`config.mk`:
```
export PLATFORM = sky130hd
export DESIGN_NAME = rpi_periodic_irq
export DESIGN_NICKNAME = d
export VERILOG_FILES = /design/src/rtl/rpi_pkg.sv /design/src/rtl/rpi_prescaler.sv /design/src/rtl/rpi_periodic_irq.sv
export SDC_FILE = /design/constraint.sdc
export NUM_CORES = 1
export LEC_CHECK = 0
export ABC_AREA = 1
export BUFFER_PORTS_ARGS = -buffer_cell sky130_fd_sc_hd__buf_2
export CAP_MARGIN = 0
export CELL_PAD_IN_SITES_DETAIL_PLACEMENT = 1
export CELL_PAD_IN_SITES_GLOBAL_PLACEMENT = 1
export CORE_ASPECT_RATIO = 0.7
export CORE_MARGIN = 4
export CORE_UTILIZATION = 35
export CTS_CLUSTER_SIZE = 40
export DETAILED_ROUTE_END_ITERATION = 7
export PLACE_DENSITY = 0.68
export SYNTH_ARGS = -nofsm -noshare
export SYNTH_HDL_FRONTEND = slang
export SYNTH_SLANG_ARGS = --single-unit
```
`constraint.sdc`:
```
create_clock -name clk_sys -period 6.3 [get_ports clk_sys]
set_input_delay 0.63 -clock clk_sys [delete_from_list [all_inputs] [get_ports clk_sys]]
set_output_delay 0.63 -clock clk_sys [all_outputs]
set_load 0.02 [all_outputs]
```
`src/rtl/rpi_pkg.sv`:
```
// Constants of the periodic interrupt and 32 kHz clock output block.
// Assumes a crystal tick strobe in the system clock domain.
package rpi_pkg;

  // ----------------------------------------------------------------
  // Crystal counts
  // ----------------------------------------------------------------
  localparam int CNT_W = 17;
  localparam logic [16:0] TICKS_32768 = 17'h08000;
  localparam logic [16:0] TICKS_32000 = 17'h07d00;
  localparam logic [16:0] HALF_32768 = 17'h04000;
  // Low phase 0.496 s of a 32.000 kHz second
  localparam logic [16:0] HALF_32000 = 17'h03e00;

  // ----------------------------------------------------------------
  // Trimming
  // ----------------------------------------------------------------
  localparam logic [4:0] TRIM_PERIOD_S = 5'h14;
  // 3.784 ms at 32.768 kHz and 3.875 ms at 32.000 kHz are both 124 ticks
  localparam logic signed [7:0] TRIM_MAX = 8'sh7c;

  // ----------------------------------------------------------------
  // Pulse mode lag behind the seconds increment
  // ----------------------------------------------------------------
  localparam int LAG_US = 92;
  localparam int LAG_TICKS = (LAG_US * 32768) / 1000000;

  // ----------------------------------------------------------------
  // Cycle select codes
  // ----------------------------------------------------------------
  localparam logic [2:0] CYC_OFF = 3'h0;
  localparam logic [2:0] CYC_LOW = 3'h1;
  localparam logic [2:0] CYC_2HZ = 3'h2;
  localparam logic [2:0] CYC_1HZ = 3'h3;
  localparam logic [2:0] CYC_SEC = 3'h4;
  localparam logic [2:0] CYC_MIN = 3'h5;
  localparam logic [2:0] CYC_HOUR = 3'h6;
  localparam logic [2:0] CYC_MONTH = 3'h7;

  // Oscillator-halt flag after a power-on from zero volts
  localparam logic OSC_HALT_RST = 1'b1;

endpackage : rpi_pkg

```
`src/rtl/rpi_prescaler.sv`:
```
// Seconds divider with trimming and raw pulse-mode waveforms.
// Assumes osc_tick is a one-cycle strobe per crystal period.
`timescale 1ns/1ps
module rpi_prescaler #(
  parameter int CNT_W = rpi_pkg::CNT_W
) (
  input wire logic clk_sys,
  input wire logic rstn,
  input wire logic osc_tick,
  input wire logic xtal_32000,
  input wire logic trim_en,
  input wire logic signed [7:0] trim_delta,
  output logic sec_tick_q,
  output logic wave1_q,
  output logic wave2_q
);

  logic [CNT_W-1:0] pos_q;
  logic [4:0] slot_q;

  // ----------------------------------------------------------------
  // Second length and half point
  // ----------------------------------------------------------------
  // Trim only once per twenty seconds, so the error stays bounded
  wire trim_apply = trim_en && (slot_q == 5'h00);
  wire signed [7:0] dclamp = (trim_delta > rpi_pkg::TRIM_MAX) ? rpi_pkg::TRIM_MAX :
                             (trim_delta < -rpi_pkg::TRIM_MAX) ? -rpi_pkg::TRIM_MAX :
                             trim_delta;
  wire [CNT_W-1:0] adj_w = trim_apply ? {{(CNT_W-8){dclamp[7]}}, dclamp} : '0;
  wire [CNT_W-1:0] base_len = xtal_32000 ? rpi_pkg::TICKS_32000 : rpi_pkg::TICKS_32768;
  wire [CNT_W-1:0] base_half = xtal_32000 ? rpi_pkg::HALF_32000 : rpi_pkg::HALF_32768;
  wire [CNT_W-1:0] len_w = base_len + adj_w;
  wire [CNT_W-1:0] half_w = base_half + adj_w;
  wire [CNT_W-1:0] qa_w = {1'b0, half_w[CNT_W-1:1]};
  wire [CNT_W-1:0] span_w = len_w - half_w;
  wire [CNT_W-1:0] qb_w = half_w + {1'b0, span_w[CNT_W-1:1]};
  wire end_w = (pos_q == len_w - 1'b1);

  // Low phases: 1 Hz low for the first part, 2 Hz low in the first part of each half
  wire low1_w = pos_q < half_w;
  wire low2_w = (pos_q < qa_w) || ((pos_q >= half_w) && (pos_q < qb_w));

  // ----------------------------------------------------------------
  // Counter
  // ----------------------------------------------------------------
  always_ff @(posedge clk_sys) begin
    if (!rstn) begin
      pos_q <= '0;
      slot_q <= 5'h00;
      sec_tick_q <= 1'b0;
      wave1_q <= 1'b0;
      wave2_q <= 1'b0;
    end else begin
      sec_tick_q <= osc_tick && end_w;
      wave1_q <= low1_w;
      wave2_q <= low2_w;
      if (osc_tick && end_w) begin
        pos_q <= '0;
        slot_q <= (slot_q == rpi_pkg::TRIM_PERIOD_S - 5'h01) ? 5'h00 : slot_q + 5'h01;
      end else if (osc_tick) begin
        pos_q <= pos_q + 1'b1;
      end
    end
  end

endmodule : rpi_prescaler

```
`src/rtl/rpi_periodic_irq.sv`:
```
// Periodic interrupt, alarm routing and 32 kHz clock output pins.
// Assumes all inputs synchronous to clk_sys; time counters sit outside.
`timescale 1ns/1ps
module rpi_periodic_irq #(
  parameter int CNT_W = rpi_pkg::CNT_W,
  parameter int LAG_TICKS = rpi_pkg::LAG_TICKS
) (
  input wire logic clk_sys,
  input wire logic rstn,
  input wire logic osc_tick,
  input wire logic osc_level,
  input wire logic xtal_32000,
  input wire logic trim_en,
  input wire logic signed [7:0] trim_delta,
  input wire logic cycle_sel_bit2,
  input wire logic cycle_sel_bit1,
  input wire logic cycle_sel_bit0,
  input wire logic route_sel_bit2,
  input wire logic route_sel_bit1,
  input wire logic clkout_disable,
  input wire logic next_sec_zero,
  input wire logic next_min_zero,
  input wire logic next_hour_zero,
  input wire logic next_day_first,
  input wire logic periodic_flag_clr,
  input wire logic alarm_first_active,
  input wire logic alarm_second_hit,
  input wire logic alarm_second_clr,
  input wire logic osc_halt_detect,
  input wire logic ctrl2_write,
  input wire logic irq_out_first_n_i,
  input wire logic irq_out_second_n_i,
  output logic irq_out_first_n_o,
  output logic irq_out_first_n_oe_n,
  output logic irq_out_second_n_o,
  output logic irq_out_second_n_oe_n,
  output logic sec_tick,
  output logic periodic_irq_flag,
  output logic alarm_second_flag,
  output logic osc_halt_flag,
  output logic init_busy
);

  // ----------------------------------------------------------------
  // Seconds divider
  // ----------------------------------------------------------------
  logic wave1_w;
  logic wave2_w;

  rpi_prescaler #(
    .CNT_W(CNT_W)
  ) u_presc (
    .clk_sys(clk_sys),
    .rstn(rstn),
    .osc_tick(osc_tick),
    .xtal_32000(xtal_32000),
    .trim_en(trim_en),
    .trim_delta(trim_delta),
    .sec_tick_q(sec_tick),
    .wave1_q(wave1_w),
    .wave2_q(wave2_w)
  );

  // ----------------------------------------------------------------
  // State
  // ----------------------------------------------------------------
  logic [LAG_TICKS-1:0] dly1_q;
  logic [LAG_TICKS-1:0] dly2_q;
  logic periodic_irq_flag_q;
  logic periodic_irq_flag_d;
  logic alarm_second_flag_q;
  logic alarm_second_flag_d;
  logic osc_halt_flag_q;
  logic osc_halt_flag_d;
  logic busy_q;
  logic first_oe_n_q;
  logic second_oe_n_q;

  // ----------------------------------------------------------------
  // Mode decode
  // ----------------------------------------------------------------
  wire [2:0] code_w = {cycle_sel_bit2, cycle_sel_bit1, cycle_sel_bit0};
  wire level_mode = cycle_sel_bit2;
  wire pulse_2hz = (code_w == rpi_pkg::CYC_2HZ);
  wire pulse_1hz = (code_w == rpi_pkg::CYC_1HZ);
  wire fixed_low = (code_w == rpi_pkg::CYC_LOW);

  // Level-mode event condition, judged on the values after the increment
  wire cond_sec = (code_w == rpi_pkg::CYC_SEC);
  wire cond_min = (code_w == rpi_pkg::CYC_MIN) && next_sec_zero;
  wire cond_hour = (code_w == rpi_pkg::CYC_HOUR) && next_sec_zero
                   && next_min_zero;
  wire cond_month = (code_w == rpi_pkg::CYC_MONTH) && next_sec_zero && next_min_zero
                    && next_hour_zero && next_day_first;
  wire level_event = sec_tick && (cond_sec || cond_min || cond_hour || cond_month);

  // Pulse output after the crystal-tick lag
  wire pulse_low = (pulse_2hz && dly2_q[LAG_TICKS-1])
                   || (pulse_1hz && dly1_q[LAG_TICKS-1]);

  // Periodic source is active low inside; CODE 000 contributes nothing
  wire periodic_low = fixed_low || pulse_low || (level_mode && periodic_irq_flag_q);

  // ----------------------------------------------------------------
  // Pin combining
  // ----------------------------------------------------------------
  // Clock output bypasses trimming: taken straight from the oscillator level
  wire clk32_low = !clkout_disable && !osc_level;
  wire first_low = alarm_first_active
                   || (alarm_second_flag_q && !route_sel_bit1)
                   || (periodic_low && !route_sel_bit2);
  wire second_low = clk32_low
                    || (alarm_second_flag_q && route_sel_bit1)
                    || (periodic_low && route_sel_bit2);

  // ----------------------------------------------------------------
  // Flag next values; an event in the clear cycle wins
  // ----------------------------------------------------------------
  always_comb begin
    periodic_irq_flag_d = periodic_irq_flag_q;
    if (!level_mode) begin
      periodic_irq_flag_d = 1'b0;
    end else if (level_event) begin
      periodic_irq_flag_d = 1'b1;
    end else if (periodic_flag_clr) begin
      periodic_irq_flag_d = 1'b0;
    end
    alarm_second_flag_d = alarm_second_flag_q;
    if (alarm_second_hit) begin
      alarm_second_flag_d = 1'b1;
    end else if (alarm_second_clr) begin
      alarm_second_flag_d = 1'b0;
    end
    osc_halt_flag_d = osc_halt_flag_q;
    if (osc_halt_detect) begin
      osc_halt_flag_d = 1'b1;
    end else if (ctrl2_write) begin
      osc_halt_flag_d = 1'b0;
    end
  end

  // ----------------------------------------------------------------
  // Lag lines, stepped only on crystal ticks
  // ----------------------------------------------------------------
  always_ff @(posedge clk_sys) begin
    if (!rstn) begin
      dly1_q <= '0;
      dly2_q <= '0;
    end else if (osc_tick) begin
      dly1_q <= {dly1_q[LAG_TICKS-2:0], wave1_w};
      dly2_q <= {dly2_q[LAG_TICKS-2:0], wave2_w};
    end
  end

  // ----------------------------------------------------------------
  // Flags and initialisation window
  // ----------------------------------------------------------------
  // Busy until the first full second so the bus side can refuse access
  always_ff @(posedge clk_sys) begin
    if (!rstn) begin
      periodic_irq_flag_q <= 1'b0;
      alarm_second_flag_q <= 1'b0;
      osc_halt_flag_q <= rpi_pkg::OSC_HALT_RST;
      busy_q <= 1'b1;
    end else begin
      periodic_irq_flag_q <= periodic_irq_flag_d;
      alarm_second_flag_q <= alarm_second_flag_d;
      osc_halt_flag_q <= osc_halt_flag_d;
      if (sec_tick) begin
        busy_q <= 1'b0;
      end
    end
  end

  // ----------------------------------------------------------------
  // Open-drain pin drivers
  // ----------------------------------------------------------------
  // Registered enables; costs one system clock of delay on every edge
  always_ff @(posedge clk_sys) begin
    if (!rstn) begin
      first_oe_n_q <= 1'b1;
      second_oe_n_q <= 1'b1;
    end else begin
      first_oe_n_q <= !first_low;
      second_oe_n_q <= !second_low;
    end
  end

  // Open drain: only ever pulls low, the pull-up gives the high level
  assign irq_out_first_n_o = 1'b0;
  assign irq_out_second_n_o = 1'b0;
  assign irq_out_first_n_oe_n = first_oe_n_q;
  assign irq_out_second_n_oe_n = second_oe_n_q;
  assign periodic_irq_flag = level_mode ? periodic_irq_flag_q : pulse_low;
  assign alarm_second_flag = alarm_second_flag_q;
  assign osc_halt_flag = osc_halt_flag_q;
  assign init_busy = busy_q;

  // ----------------------------------------------------------------
  // Checks
  // ----------------------------------------------------------------
  property p_fixed_low;
    @(posedge clk_sys) disable iff (!rstn)
      (code_w == rpi_pkg::CYC_LOW) && !route_sel_bit2 |=> !irq_out_first_n_oe_n;
  endproperty
  a_fixed_low: assert property (p_fixed_low) else $error("fixed low not driven");

  property p_off_quiet;
    @(posedge clk_sys) disable iff (!rstn)
      (code_w == rpi_pkg::CYC_OFF) && !alarm_first_active && !alarm_second_flag_q
      ##1 (code_w == rpi_pkg::CYC_OFF) && !alarm_first_active && !alarm_second_flag_q
      |=> irq_out_first_n_oe_n;
  endproperty
  a_off_quiet: assert property (p_off_quiet) else $error("first pin driven while off");

  property p_level_set;
    @(posedge clk_sys) disable iff (!rstn)
      level_event && !route_sel_bit2 ##1 !route_sel_bit2 |=> !irq_out_first_n_oe_n;
  endproperty
  a_level_set: assert property (p_level_set) else $error("level event not on pin");

  property p_sec_event;
    @(posedge clk_sys) disable iff (!rstn)
      sec_tick && (code_w == rpi_pkg::CYC_SEC) |=> periodic_irq_flag;
  endproperty
  a_sec_event: assert property (p_sec_event) else $error("second event missed");

  property p_min_gate;
    @(posedge clk_sys) disable iff (!rstn)
      sec_tick && (code_w == rpi_pkg::CYC_MIN) && !next_sec_zero && !periodic_irq_flag_q
      |=> !periodic_irq_flag_q;
  endproperty
  a_min_gate: assert property (p_min_gate) else $error("minute event off zero");

  property p_flag_clear;
    @(posedge clk_sys) disable iff (!rstn)
      periodic_flag_clr && !level_event |=> !periodic_irq_flag_q;
  endproperty
  a_flag_clear: assert property (p_flag_clear) else $error("flag clear ignored");

  property p_set_wins;
    @(posedge clk_sys) disable iff (!rstn)
      alarm_second_hit && alarm_second_clr |=> alarm_second_flag;
  endproperty
  a_set_wins: assert property (p_set_wins) else $error("alarm set lost to clear");

  property p_halt_clear;
    @(posedge clk_sys) disable iff (!rstn)
      ctrl2_write && !osc_halt_detect |=> !osc_halt_flag;
  endproperty
  a_halt_clear: assert property (p_halt_clear) else $error("halt flag not cleared");

  property p_clk_pass;
    @(posedge clk_sys) disable iff (!rstn)
      !clkout_disable && !osc_level |=> !irq_out_second_n_oe_n;
  endproperty
  a_clk_pass: assert property (p_clk_pass) else $error("clock output missing");

  property p_route_second;
    @(posedge clk_sys) disable iff (!rstn)
      fixed_low && route_sel_bit2 |=> !irq_out_second_n_oe_n
        && irq_out_first_n_oe_n == !($past(alarm_first_active)
        || ($past(alarm_second_flag_q) && !$past(route_sel_bit1)));
  endproperty
  a_route_second: assert property (p_route_second) else $error("periodic misrouted");

  property p_busy_end;
    @(posedge clk_sys) disable iff (!rstn)
      sec_tick |=> !init_busy;
  endproperty
  a_busy_end: assert property (p_busy_end) else $error("init window not ended");

endmodule : rpi_periodic_irq

```
==> results of run 1 <==
==> cells in the mapped netlist (all sizes together) <==
cell	count	share of area
a21boi	2	0.0044
clkinv	2	0.0022
or4	1	0.0022
a21oi	25	0.038
o21a	1	0.0022
nor2	78	0.097
nand4	11	0.020
nor4	3	0.0056
xor2	9	0.023
nor3	12	0.018
ha	39	0.14
o21bai	1	0.0022
a221o	1	0.0030
a32oi	1	0.0026
nand3	48	0.078
xnor2	2	0.0052
or2	1	0.0019
inv	65	0.072
dfxtp	37	0.22
o221ai	2	0.0052
o21ai	20	0.030
o211a	1	0.0030
nand3b	5	0.011
a211oi	4	0.0089
o311ai	1	0.0026
clkbuf	1	0.0011
nand2	146	0.18
conb	1	0.0011
buf	6	0.014
o211ai	2	0.0044
==> flip-flops by register name (all words and copies together), names as in the netlist <==
register	count
alarm_second_flag	1
dly1_q	3
dly2_q	3
init_busy	1
irq_out_first_n_oe_n	1
irq_out_second_n_oe_n	1
osc_halt_flag	1
periodic_irq_flag_q	1
u_presc.pos_q	17
u_presc.sec_tick_q	1
u_presc.slot_q	5
u_presc.wave1_q	1
u_presc.wave2_q	1
==> cell families after synthesis <==
| family | count (synthesis) | synth area share |
|---|---|---|
| other cells | 1 | 0.00111 |
| simple gates | 305 | 0.410 |
| buf+inv | 74 | 0.0897 |
| xor+xnor | 11 | 0.0285 |
| fa+ha+maj | 39 | 0.145 |
| flops | 37 | 0.219 |
| compound gates | 61 | 0.106 |
==> power groups by stage <==
stage	logic (mW)	clock network (mW)	registers [mW]
finish	0.159	0.252	0.244
global route	0.182	0.268	0.245
CTS	0.160	0.258	0.244
detailed placement	0.159	0	0.249
global placement	0.151	0	0.249
floorplan	0.109	0	0.250
==> cell type report <==
| cell class | instances | area [µm²] | share of cell area |
|---|---|---|---|
| inverter | 67 | 251 | 0.0659 |
| tap | 124 | 155 | 0.0407 |
| clock inverter | 3 | 21.3 | 0.00558 |
| clock buffer | 5 | 125 | 0.0328 |
| timing repair buffer | 36 | 180 | 0.0472 |
| sequential | 37 | 741 | 0.194 |
| multi-input combinational | 419 | 2340 | 0.614 |
==> worst register-to-register path: stages, from the launching register on <==
cell and delay (ps):
dfxtp_1 310, inv_1 120, ha_1 180, nand2_1 110
nor2_4 420, nand3_2 340, ha_1 490, nand2_1 150
clkinv_1 230, nand3_1 190, nand2_1 60, nand2_1 80
nand3_1 120, nor2_2 150, nand3_4 120, nand2_4 240
o21ai_0 130
==> worst paths after layout <==
| path | cells past startpoint | startpoint | end |
|---|---|---|---|
| min reg2reg | 2 | init_busy | init_busy |
| max reg2reg | 16 | u_presc.slot_q[0] | u_presc.slot_q[1] |
| max | 19 | trim_delta[6] | u_presc.wave2_q |
| min | 2 | init_busy | init_busy |
==> through the flow <==
step / power (mW) / utilization / instances / area [µm²] / setup WS [ps]
final: 0.655 / 0.414 / 691 / 3810 / 2460
after global routing: 0.694 / 0.414 / 691 / 3810 / 2160
after CTS: 0.662 / 0.414 / 691 / 3810 / 2470
after detailed placement: 0.408 / 0.398 / 683 / 3670 / 2170
after global placement: 0.400 / 0.398 / 683 / 3670 / 2250
after floorplan: 0.359 / - / 530 / 3380 / 2780
==> routing by layer <==
layer | up-vias | routed length, µm | share of wire
li1 | 1805 | - | -
met1 | 1684 | 5420 | 0.51
met2 | 29 | 4750 | 0.45
met3 | 10 | 286 | 0.027
met4 | 0 | 102 | 0.0097
met5 | - | 0 | 0
==> results.md, run 1 <==
* Hold Vio Cnt, Final at 0
* Total grt overflow at 0
* Final setup vio count at 0
* Critical path required time at 6520 ps
* Vias in the first global route at 3,567
* Via count at 3,528
* FF-to-FF setup slack at 2750 ps
* Clk Latency, worst-skew pair at 290 ps
* Final wirelength at 10,600 µm
* CP Capture Type: register
* Worst-path clk slew at 60 ps
* Max-cap violations at 0
* Arr. time, crit path at 4060 ps
* Syn Area/Cell at 6.39 µm²
* DR DRC count at 0
* Count of state elements after synthesis at 37
* Routed Antenna Nets at 0
* TritonCTS clock tree: built
* Max Fclk at 260 MHz
* Clock Skew at 9.58 ps
* Post-route clock period utilization at 0.610
* Final HPWL DP at 8790 µm
* Crit path kind: input port to register
* Area of the core at 9220 µm²
* CTS Root Cell: clkbuf_16
* # Post-CTS Setup Buffers at 0
* Hold Path Class: register to register
* Synth cell types at 41
* Crit-path slowest cell: or4_1
* IO Port Bufs at 36
* DRT iter0 DRCs at 159
* GR peak layer: met2
* Status: finished, final reports clean
* Crit-path most repeated cell: nand2_1
* Most frequent cells in the layout: nand2_1 (135), nor2_1 (68), inv_1 (64), nand3_1 (45), ha_1 (39)
* Critical path launch point type: input port
* # clock sinks at 37
* Total negative slack at 0 ps
* Die width at 125 µm
* Most common cell after layout, fill and taps aside: nand2_1
* CP Cell Sequence: buf_2, or4_1, o21ai_0, ha_1, inv_1, nand2_1, nand2_1, nand2_2, ha_1, nand4_1, o211ai_1, a21boi_0, o21ai_0, nand2_1, nand3_1, a21boi_0, nand2_1, nand2_1, a21oi_1
* Via-to-Cell Ratio at 5.11
* Power share of the combinational group at 0.243
* Final Max Tran Viols at 0
* First-pass GRT wire length at 17,300 µm
* Filler cells at 1,274
* CTS buffer count at 5
* M2 GR Usage at 0.301
* Mapped Area at 3380 µm²
* Worst slew margin at 0.590
* Layout area overhead at 13.0%
* Tmin final at 3840 ps
* Crit-path max FO at 6
* Peak VDD IR at 92.7 µV
* CP top delay family: simple AND/OR/NAND/NOR gates
* Height of the chip at 90.2 µm
* Die Area at 11,300 µm²
* Starting Density at 0.366
* DRT Pass-1 Iters at 4
* Met1 Use GR at 0.265
* Hold_ws at 451 ps
* CP max stage delay at 520 ps
* Nets at 637
* Mapped Cells at 528
* M3 GR Usage at 0.0261
* PD cells at 172 nW/µm²
* Measured slew at the worst slew-check pin at 610 ps
* GRT Util Overall at 0.187
* ANT cells at 0
* Unrepaired setup endpoints after global routing: no
* Ratio of cells with drive above 1 in the final layout at 0.125
* Max Buffers Root-to-Sink at 2
* Static Leak at 1.91 nW
* WP buf/inv at 2
* Site row count at 29
* P_int at 0.439 mW
* Power share of the clock group at 0.384
* Post-CTS Resized at 0
* Hold Buf Count CTS at 0
* Num ports at 41
* Pin count of the biggest net entering global routing at 20
* H-tree level count at 2
* Routed len/inst at 15.3 µm
* Sequential Power Share at 0.373
* Switch Pwr at 0.216 mW
* Sw frac at 0.329
* Sequential area share after synthesis at 0.219
* Antenna violations before repair at 0
* Synth warnings at 0
* Routability cong. at 0.846
Note: power is estimated with default switching activity, not from simulation.
==> run 2: changes to the inputs <==
==> constraint.sdc (replaced) <==
create_clock -name clk_sys -period 3.78 [get_ports clk_sys]
set_input_delay 0.378 -clock clk_sys [delete_from_list [all_inputs] [get_ports clk_sys]]
set_output_delay 0.378 -clock clk_sys [all_outputs]
set_load 0.02 [all_outputs]
==> run 2 against run 1 <==
- clock-buffer cell count unchanged
- largest cell class unchanged
- die area unchanged
- clock power up 120%
- largest power group unchanged
- non-clock buffer count up 9
- combinational power up 79%
- sequential share of layout area down 0.71 points
- cell area up 3.8%
- critical path depth up 4
- final cell count up 1.3%
- flip-flop and latch count unchanged
- wire length up 1.5%
==> results.md, run 2 (same netlist as run 1, synthesis figures left out) <==
* Clk Latency, worst-skew pair at 280 ps (about the same)
* Clock Skew at 5.35 ps (-4.23 ps)
* Post-route clock period utilization at 0.933
* Antenna violations before repair at 0 (unchanged)
* Crit path kind: input port to register
* CP Cell Sequence: buf_2, or4_1, o21ai_0, ha_1, nor2_2, inv_1, nor2_2, inv_1, ha_1, inv_1, nor2_1, nand2_2, inv_1, nand2_2, nand2_1, nand3_1, nand3_1, nor2_2, nand3_4, nor2_1, nor2_1, nand2_1, nor2_1
* Critical path required time at 3960 ps (-2560 ps)
* CTS Root Cell: clkbuf_16
* Crit-path slowest cell: or4_1
* Total negative slack at 0 ps (unchanged)
* Via-to-Cell Ratio at 5.02 (-1.8%)
* Peak VDD IR at 194 µV (+110%)
* Max Buffers Root-to-Sink at 2 (unchanged)
* Routed Antenna Nets at 0 (unchanged)
* TritonCTS clock tree: built
* Largest register FFs at 17 (unchanged)
* Largest reg by FF count: u_presc.pos_q
* Area of the multi-input gates at 2370 µm² (+1.2%)
* Arr. time, crit path at 3700 ps (-360 ps)
* Status: finished, final reports clean
* Unrepaired setup endpoints after global routing: no
* Total power at 1.25 mW (+90%)
* Final Max Tran Viols at 0 (unchanged)
* Area of the core at 9220 µm² (unchanged)
* Die Area at 11,300 µm² (unchanged)
* Final HPWL DP at 8890 µm (+1.2%)
* H-tree level count at 2 (unchanged)
* Critical path launch point type: input port
* Hold Path Class: input port to register
* Layout area overhead at 17.2%
* Max Fclk at 284 MHz
* Routed len/inst at 15.3 µm (+0.21%)
* CP max stage delay at 510 ps (about the same)
* Crit-path max FO at 5 (-1)
* Final setup vio count at 0 (unchanged)
* PD cells at 315 nW/µm² (+83%)
* # clock sinks at 37 (unchanged)
* Hold Buf Count CTS at 0 (unchanged)
* Pre-CTS worst setup slack at -110 ps (-2280 ps)
* Num ports at 41 (unchanged)
* Filler cells at 1,253 (-1.6%)
* Max-cap violations at 0 (unchanged)
* First-pass GRT wire length at 18,200 µm (+4.7%)
* # Post-CTS Setup Buffers at 0 (unchanged)
* DRT Pass-1 Iters at 4 (unchanged)
* CTS buffer count at 5 (unchanged)
* IO Port Bufs at 36 (unchanged)
* Post-CTS Resized at 0 (unchanged)
* Static Leak at 1.98 nW (+3.9%)
* Routability cong. at 0.812 (-4.0%)
* GRT Util Overall at 0.195 (+0.00845)
* Storage element area at 741 µm² (unchanged)
* Setup ws final at 255 ps (-2210 ps)
* Biggest registers after layout: u_presc.pos_q: 17 flops, u_presc.slot_q: 5 flops
* Most common cell after layout, fill and taps aside: nand2_1
* Worst slew margin at 0.576 (-0.0136)
* Die width at 125 µm (unchanged)
* Via count at 3,511 (-0.48%)
* Hold Vio Cnt, Final at 0 (unchanged)
* Pin count of the biggest net entering global routing at 20 (unchanged)
* Tmin final at 3530 ps
* Final wirelength at 10,700 µm (+1.5%)
* CP Capture Type: register
* Ratio of cells with drive above 1 in the final layout at 0.146 (+0.0206)
* Site row count at 29 (unchanged)
* DR DRC count at 0 (unchanged)
* Vias in the first global route at 3,648 (+2.3%)
* Height of the chip at 90.2 µm (unchanged)
* ANT cells at 0 (unchanged)
* Starting Density at 0.366 (unchanged)
* Nets at 646 (+1.4%)
* Total grt overflow at 0 (unchanged)
* Worst-path clk slew at 60 ps (about the same)
* Measured slew at the worst slew-check pin at 630 ps (+20.3 ps)
* Hold_ws at 267 ps (-184 ps)
* Most frequent cells in the layout: nand2_1 (134), nor2_1 (66), inv_1 (64), nand3_1 (45), ha_1 (39)
* DRT iter0 DRCs at 121 (-24%)
==> run 2: changes by cell type in the layout (fill, tap and decap cells not counted), sizes merged <==
cell      change
buf           +9
clkinvlp      -1
bufinv        +2
clkinv        -1
==> run 2: final timing paths <==
| check | startpoint | to | slack, ps | cells after the start |
|---|---|---|---|---|
| worst max register to register | u_presc.slot_q[0] | u_presc.slot_q[4] | 710 | 19 |
| worst max-delay path | trim_delta[6] | u_presc.slot_q[4] | 250 | 23 |
| worst min register to register | init_busy | init_busy | 450 | 2 |
| worst min-delay path | ctrl2_write | osc_halt_flag | 270 | 2 |
==> run 2: layout make-up <==
type,count,share of cell area
Sequential cell,37,0.187
Clock buffer,5,0.0316
Clock inverter,3,0.0174
Tap cell,124,0.0392
Inverter,67,0.0635
Multi-Input combinational cell,419,0.598
Timing Repair Buffer,45,0.0626
==> run 2: where the power goes <==
group	switching [mW]	leakage, nW	internal [mW]
sequential	0.00647	0.302	0.400
clock	0.175	0.0944	0.381
combinational	0.185	1.58	0.0990
==> run 2: worst max-delay path: cells and delay by family <==
kind	cells	cell delay [ps]
AND/OR/NAND/NOR	15	2140
AO/OA/AOI/OAI	1	220
buffers and inverters	5	380
adder cells (fa/ha/maj)	2	560
==> run 2: through the flow <==
stage / area [µm²] / util / std cells
3_3_place_gp: 3730 / 0.405 / 692
5_1_grt: 3960 / 0.429 / 700
4_1_cts: 3930 / 0.426 / 700
2_1_floorplan: 3380 / - / 530
3_5_place_dp: 3730 / 0.405 / 692
6_report: 3960 / 0.429 / 700
==> run 2: routing by layer <==
metal	routed length [µm]	global-route usage	part of all wire
met5	0	0	0
met4	66	0.0280	0.0062
met2	4840	0.314	0.45
met1	5480	0.280	0.51
met3	323	0.0326	0.030
==> run 3: changes to the inputs <==
--- a/config.mk
+++ b/config.mk
@@ -13,7 +13,7 @@
 export CORE_ASPECT_RATIO = 0.7
 export CORE_MARGIN = 4
 export CORE_UTILIZATION = 35
-export CTS_CLUSTER_SIZE = 40
+export CTS_CLUSTER_SIZE = 28
 export DETAILED_ROUTE_END_ITERATION = 7
 export PLACE_DENSITY = 0.68
 export SYNTH_ARGS = -nofsm -noshare
==> constraint.sdc (replaced) <==
create_clock -name clk_sys -period 3.7 [get_ports clk_sys]
set_input_delay 0.37 -clock clk_sys [delete_from_list [all_inputs] [get_ports clk_sys]]
set_output_delay 0.37 -clock clk_sys [all_outputs]
set_load 0.02 [all_outputs]
==> run 3 against run 2 <==
- flip-flop and latch count stayed put
- clock-buffer cell count stayed put
- clock skew is 5.5 ps higher
- critical endpoint unchanged
==> results.md, run 3 (same netlist as run 1, synthesis figures left out) <==
* Final Util at 0.427 (-0.00231)
* Hold Path Class: input port to register
* Final Max Tran Viols at 0 (unchanged)
* Via-to-Cell Ratio at 5.08 (+1.3%)
* H-tree level count at 2 (unchanged)
* Hold Vio Cnt, Final at 0 (unchanged)
* Area of the core at 9220 µm² (unchanged)
* Worst-path clk slew at 60 ps (about the same)
* TritonCTS clock tree: built
* R2R depth at 21 (+2)
* Sequential Power Share at 0.361 (+0.035)
* DRT iter0 DRCs at 149 (+23%)
* Most frequent cells in the layout: nand2_1 (135), nor2_1 (66), inv_1 (64), nand3_1 (45), ha_1 (39)
* Sw frac at 0.337 (+0.0430)
* Max Buffers Root-to-Sink at 2 (unchanged)
* PD cells at 292 nW/µm² (-7.1%)
* Antenna violations before repair at 0 (unchanged)
* Unrepaired setup endpoints after global routing: no
* Vias in the first global route at 3,646 (-0.055%)
* Hold_ws at 257 ps (-9.44 ps)
* Crit path kind: input port to register
* CTS Root Cell: clkbuf_16
* Ratio of cells with drive above 1 in the final layout at 0.150 (+0.00391)
* Final setup vio count at 0 (unchanged)
* Peak VDD IR at 149 µV (-23%)
* Crit-path max FO at 5 (unchanged)
* GRT Util Overall at 0.196 (+0.000965)
* Final HPWL DP at 9120 µm (+2.6%)
* Routability cong. at 0.806 (-0.74%)
* Final wirelength at 11,200 µm (+4.7%)
* Measured slew at the worst slew-check pin at 653 ps (+23.3 ps)
* Status: finished, final reports clean
* Height of the chip at 90.2 µm (unchanged)
* CTS buffer count at 5 (unchanged)
* Biggest registers after layout: u_presc.pos_q: 17 flops, u_presc.slot_q: 5 flops
* Power share of the clock group at 0.380 (-0.066)
* Setup ws final at 304 ps (+49.7 ps)
* Area after DPL at 3760 µm² (+0.60%)
* # clock sinks at 37 (unchanged)
* Num ports at 41 (unchanged)
* Pin count of the biggest net entering global routing at 20 (unchanged)
* Fin area at 3940 µm² (-0.54%)
* Power share of the combinational group at 0.259 (+0.031)
* First-pass GRT wire length at 18,200 µm (about the same)
* Total grt overflow at 0 (unchanged)
* Most common cell after layout, fill and taps aside: nand2_1
* Critical path launch point type: input port
* FF-to-FF Start: u_presc.slot_q[0]
* Starting Density at 0.366 (unchanged)
* Nets at 651 (+0.77%)
* DRT Pass-1 Iters at 4 (unchanged)
* IO Port Bufs at 36 (unchanged)
* Clk Latency, worst-skew pair at 290 ps (about the same)
* Routed Antenna Nets at 0 (unchanged)
* Critical path required time at 3880 ps (-80 ps)
* Crit path from: trim_delta[6]
* Hold path cells at 2 (unchanged)
* Routed len/inst at 15.9 µm (+3.9%)
* P_int at 0.763 mW (-13%)
* Site row count at 29 (unchanged)
* Layout area overhead at 16.6%
* Switch Pwr at 0.388 mW (+5.9%)
* Tmin final at 3400 ps
* Die Area at 11,300 µm² (unchanged)
* Worst slew margin at 0.560 (-0.0157)
* Arr. time, crit path at 3580 ps (-120 ps)
* Hold Startpoint: ctrl2_write
* Pre-CTS worst setup slack at -160 ps (-50.1 ps)
* DR DRC count at 0 (unchanged)
* Clock Skew at 10.9 ps (+5.54 ps)
* Max-cap violations at 0 (unchanged)
* Die width at 125 µm (unchanged)
* Largest register FFs at 17 (unchanged)
* Total power at 1.15 mW (-7.6%)
* Via count at 3,581 (+2.0%)
* Largest reg by FF count: u_presc.pos_q
* Static Leak at 1.97 nW (-0.33%)
* ANT cells at 0 (unchanged)
* Post-route clock period utilization at 0.918
* Max Fclk at 295 MHz
* CP Capture Type: register
run 3: changes by cell type in the layout (fill, tap and decap cells not counted), sizes merged:
| cell | change |
|---|---|
| bufinv | -2 |
| buf | +4 |
| clkinvlp | +1 |
| clkinv | +1 |
| nand2 | +1 |
run 3: per-stage QoR:
stage                     TNS [ps]  cells
final                            0    705
after global routing             0    705
after floorplan                  0    530
after CTS                        0    703
after detailed placement     -1610    695
after global placement           0    695
run 3: power groups by stage:
stage,Sequential [mW],Combinational (mW),Clock (mW)
floorplan,0.426,0.186,0
global placement,0.424,0.276,0
detailed placement,0.424,0.289,0
CTS,0.415,0.292,0.444
global route,0.416,0.333,0.462
finish,0.416,0.298,0.437
run 3: per-layer routing:
| metal | up-vias | track usage | wire (µm) |
|---|---|---|---|
| met3 | 5 | 0.0314 | 421 |
| met5 | - | 0 | 0 |
| met2 | 39 | 0.323 | 5050 |
| met1 | 1707 | 0.273 | 5680 |
| li1 | 1830 | - | - |
| met4 | 0 | 0.0370 | 72 |
run 3: worst paths after layout:
check	end	slack [ps]
hold / removal	osc_halt_flag	260
setup reg to reg	u_presc.slot_q[4]	500
setup / recovery	u_presc.slot_q[4]	300
hold reg to reg	init_busy	450
run 3: final cells by class:
type	instances	area, µm²
fillers	1227	5280
multi-input cells	420	2360
flip-flops and latches	37	741
repair buffers	49	278
inverters	67	251
well taps	124	155
clock buffers	5	125
clock inverters	3	21.3
run 3: what timing repair did:
item                       CTS  global route
hold buffers                 0             0
setup buffers                0             1
resized for setup            0             4
setup endpoints to repair    0            22
run 3: worst max-delay path: stages:
cell,delay (ps)
buf_2,110
or4_1,530
o21ai_1,140
ha_1,300
nor2_2,150
inv_1,60
nor2_2,160
inv_1,70
ha_1,290
nor2_1,40
nor3_1,130
nand3_1,90
nor2_1,120
nand3_1,110
nand3b_1,230
nor2_2,160
nand3_4,170
nor2_1,130
nor2_1,60
nand2_1,80
nor2_1,40
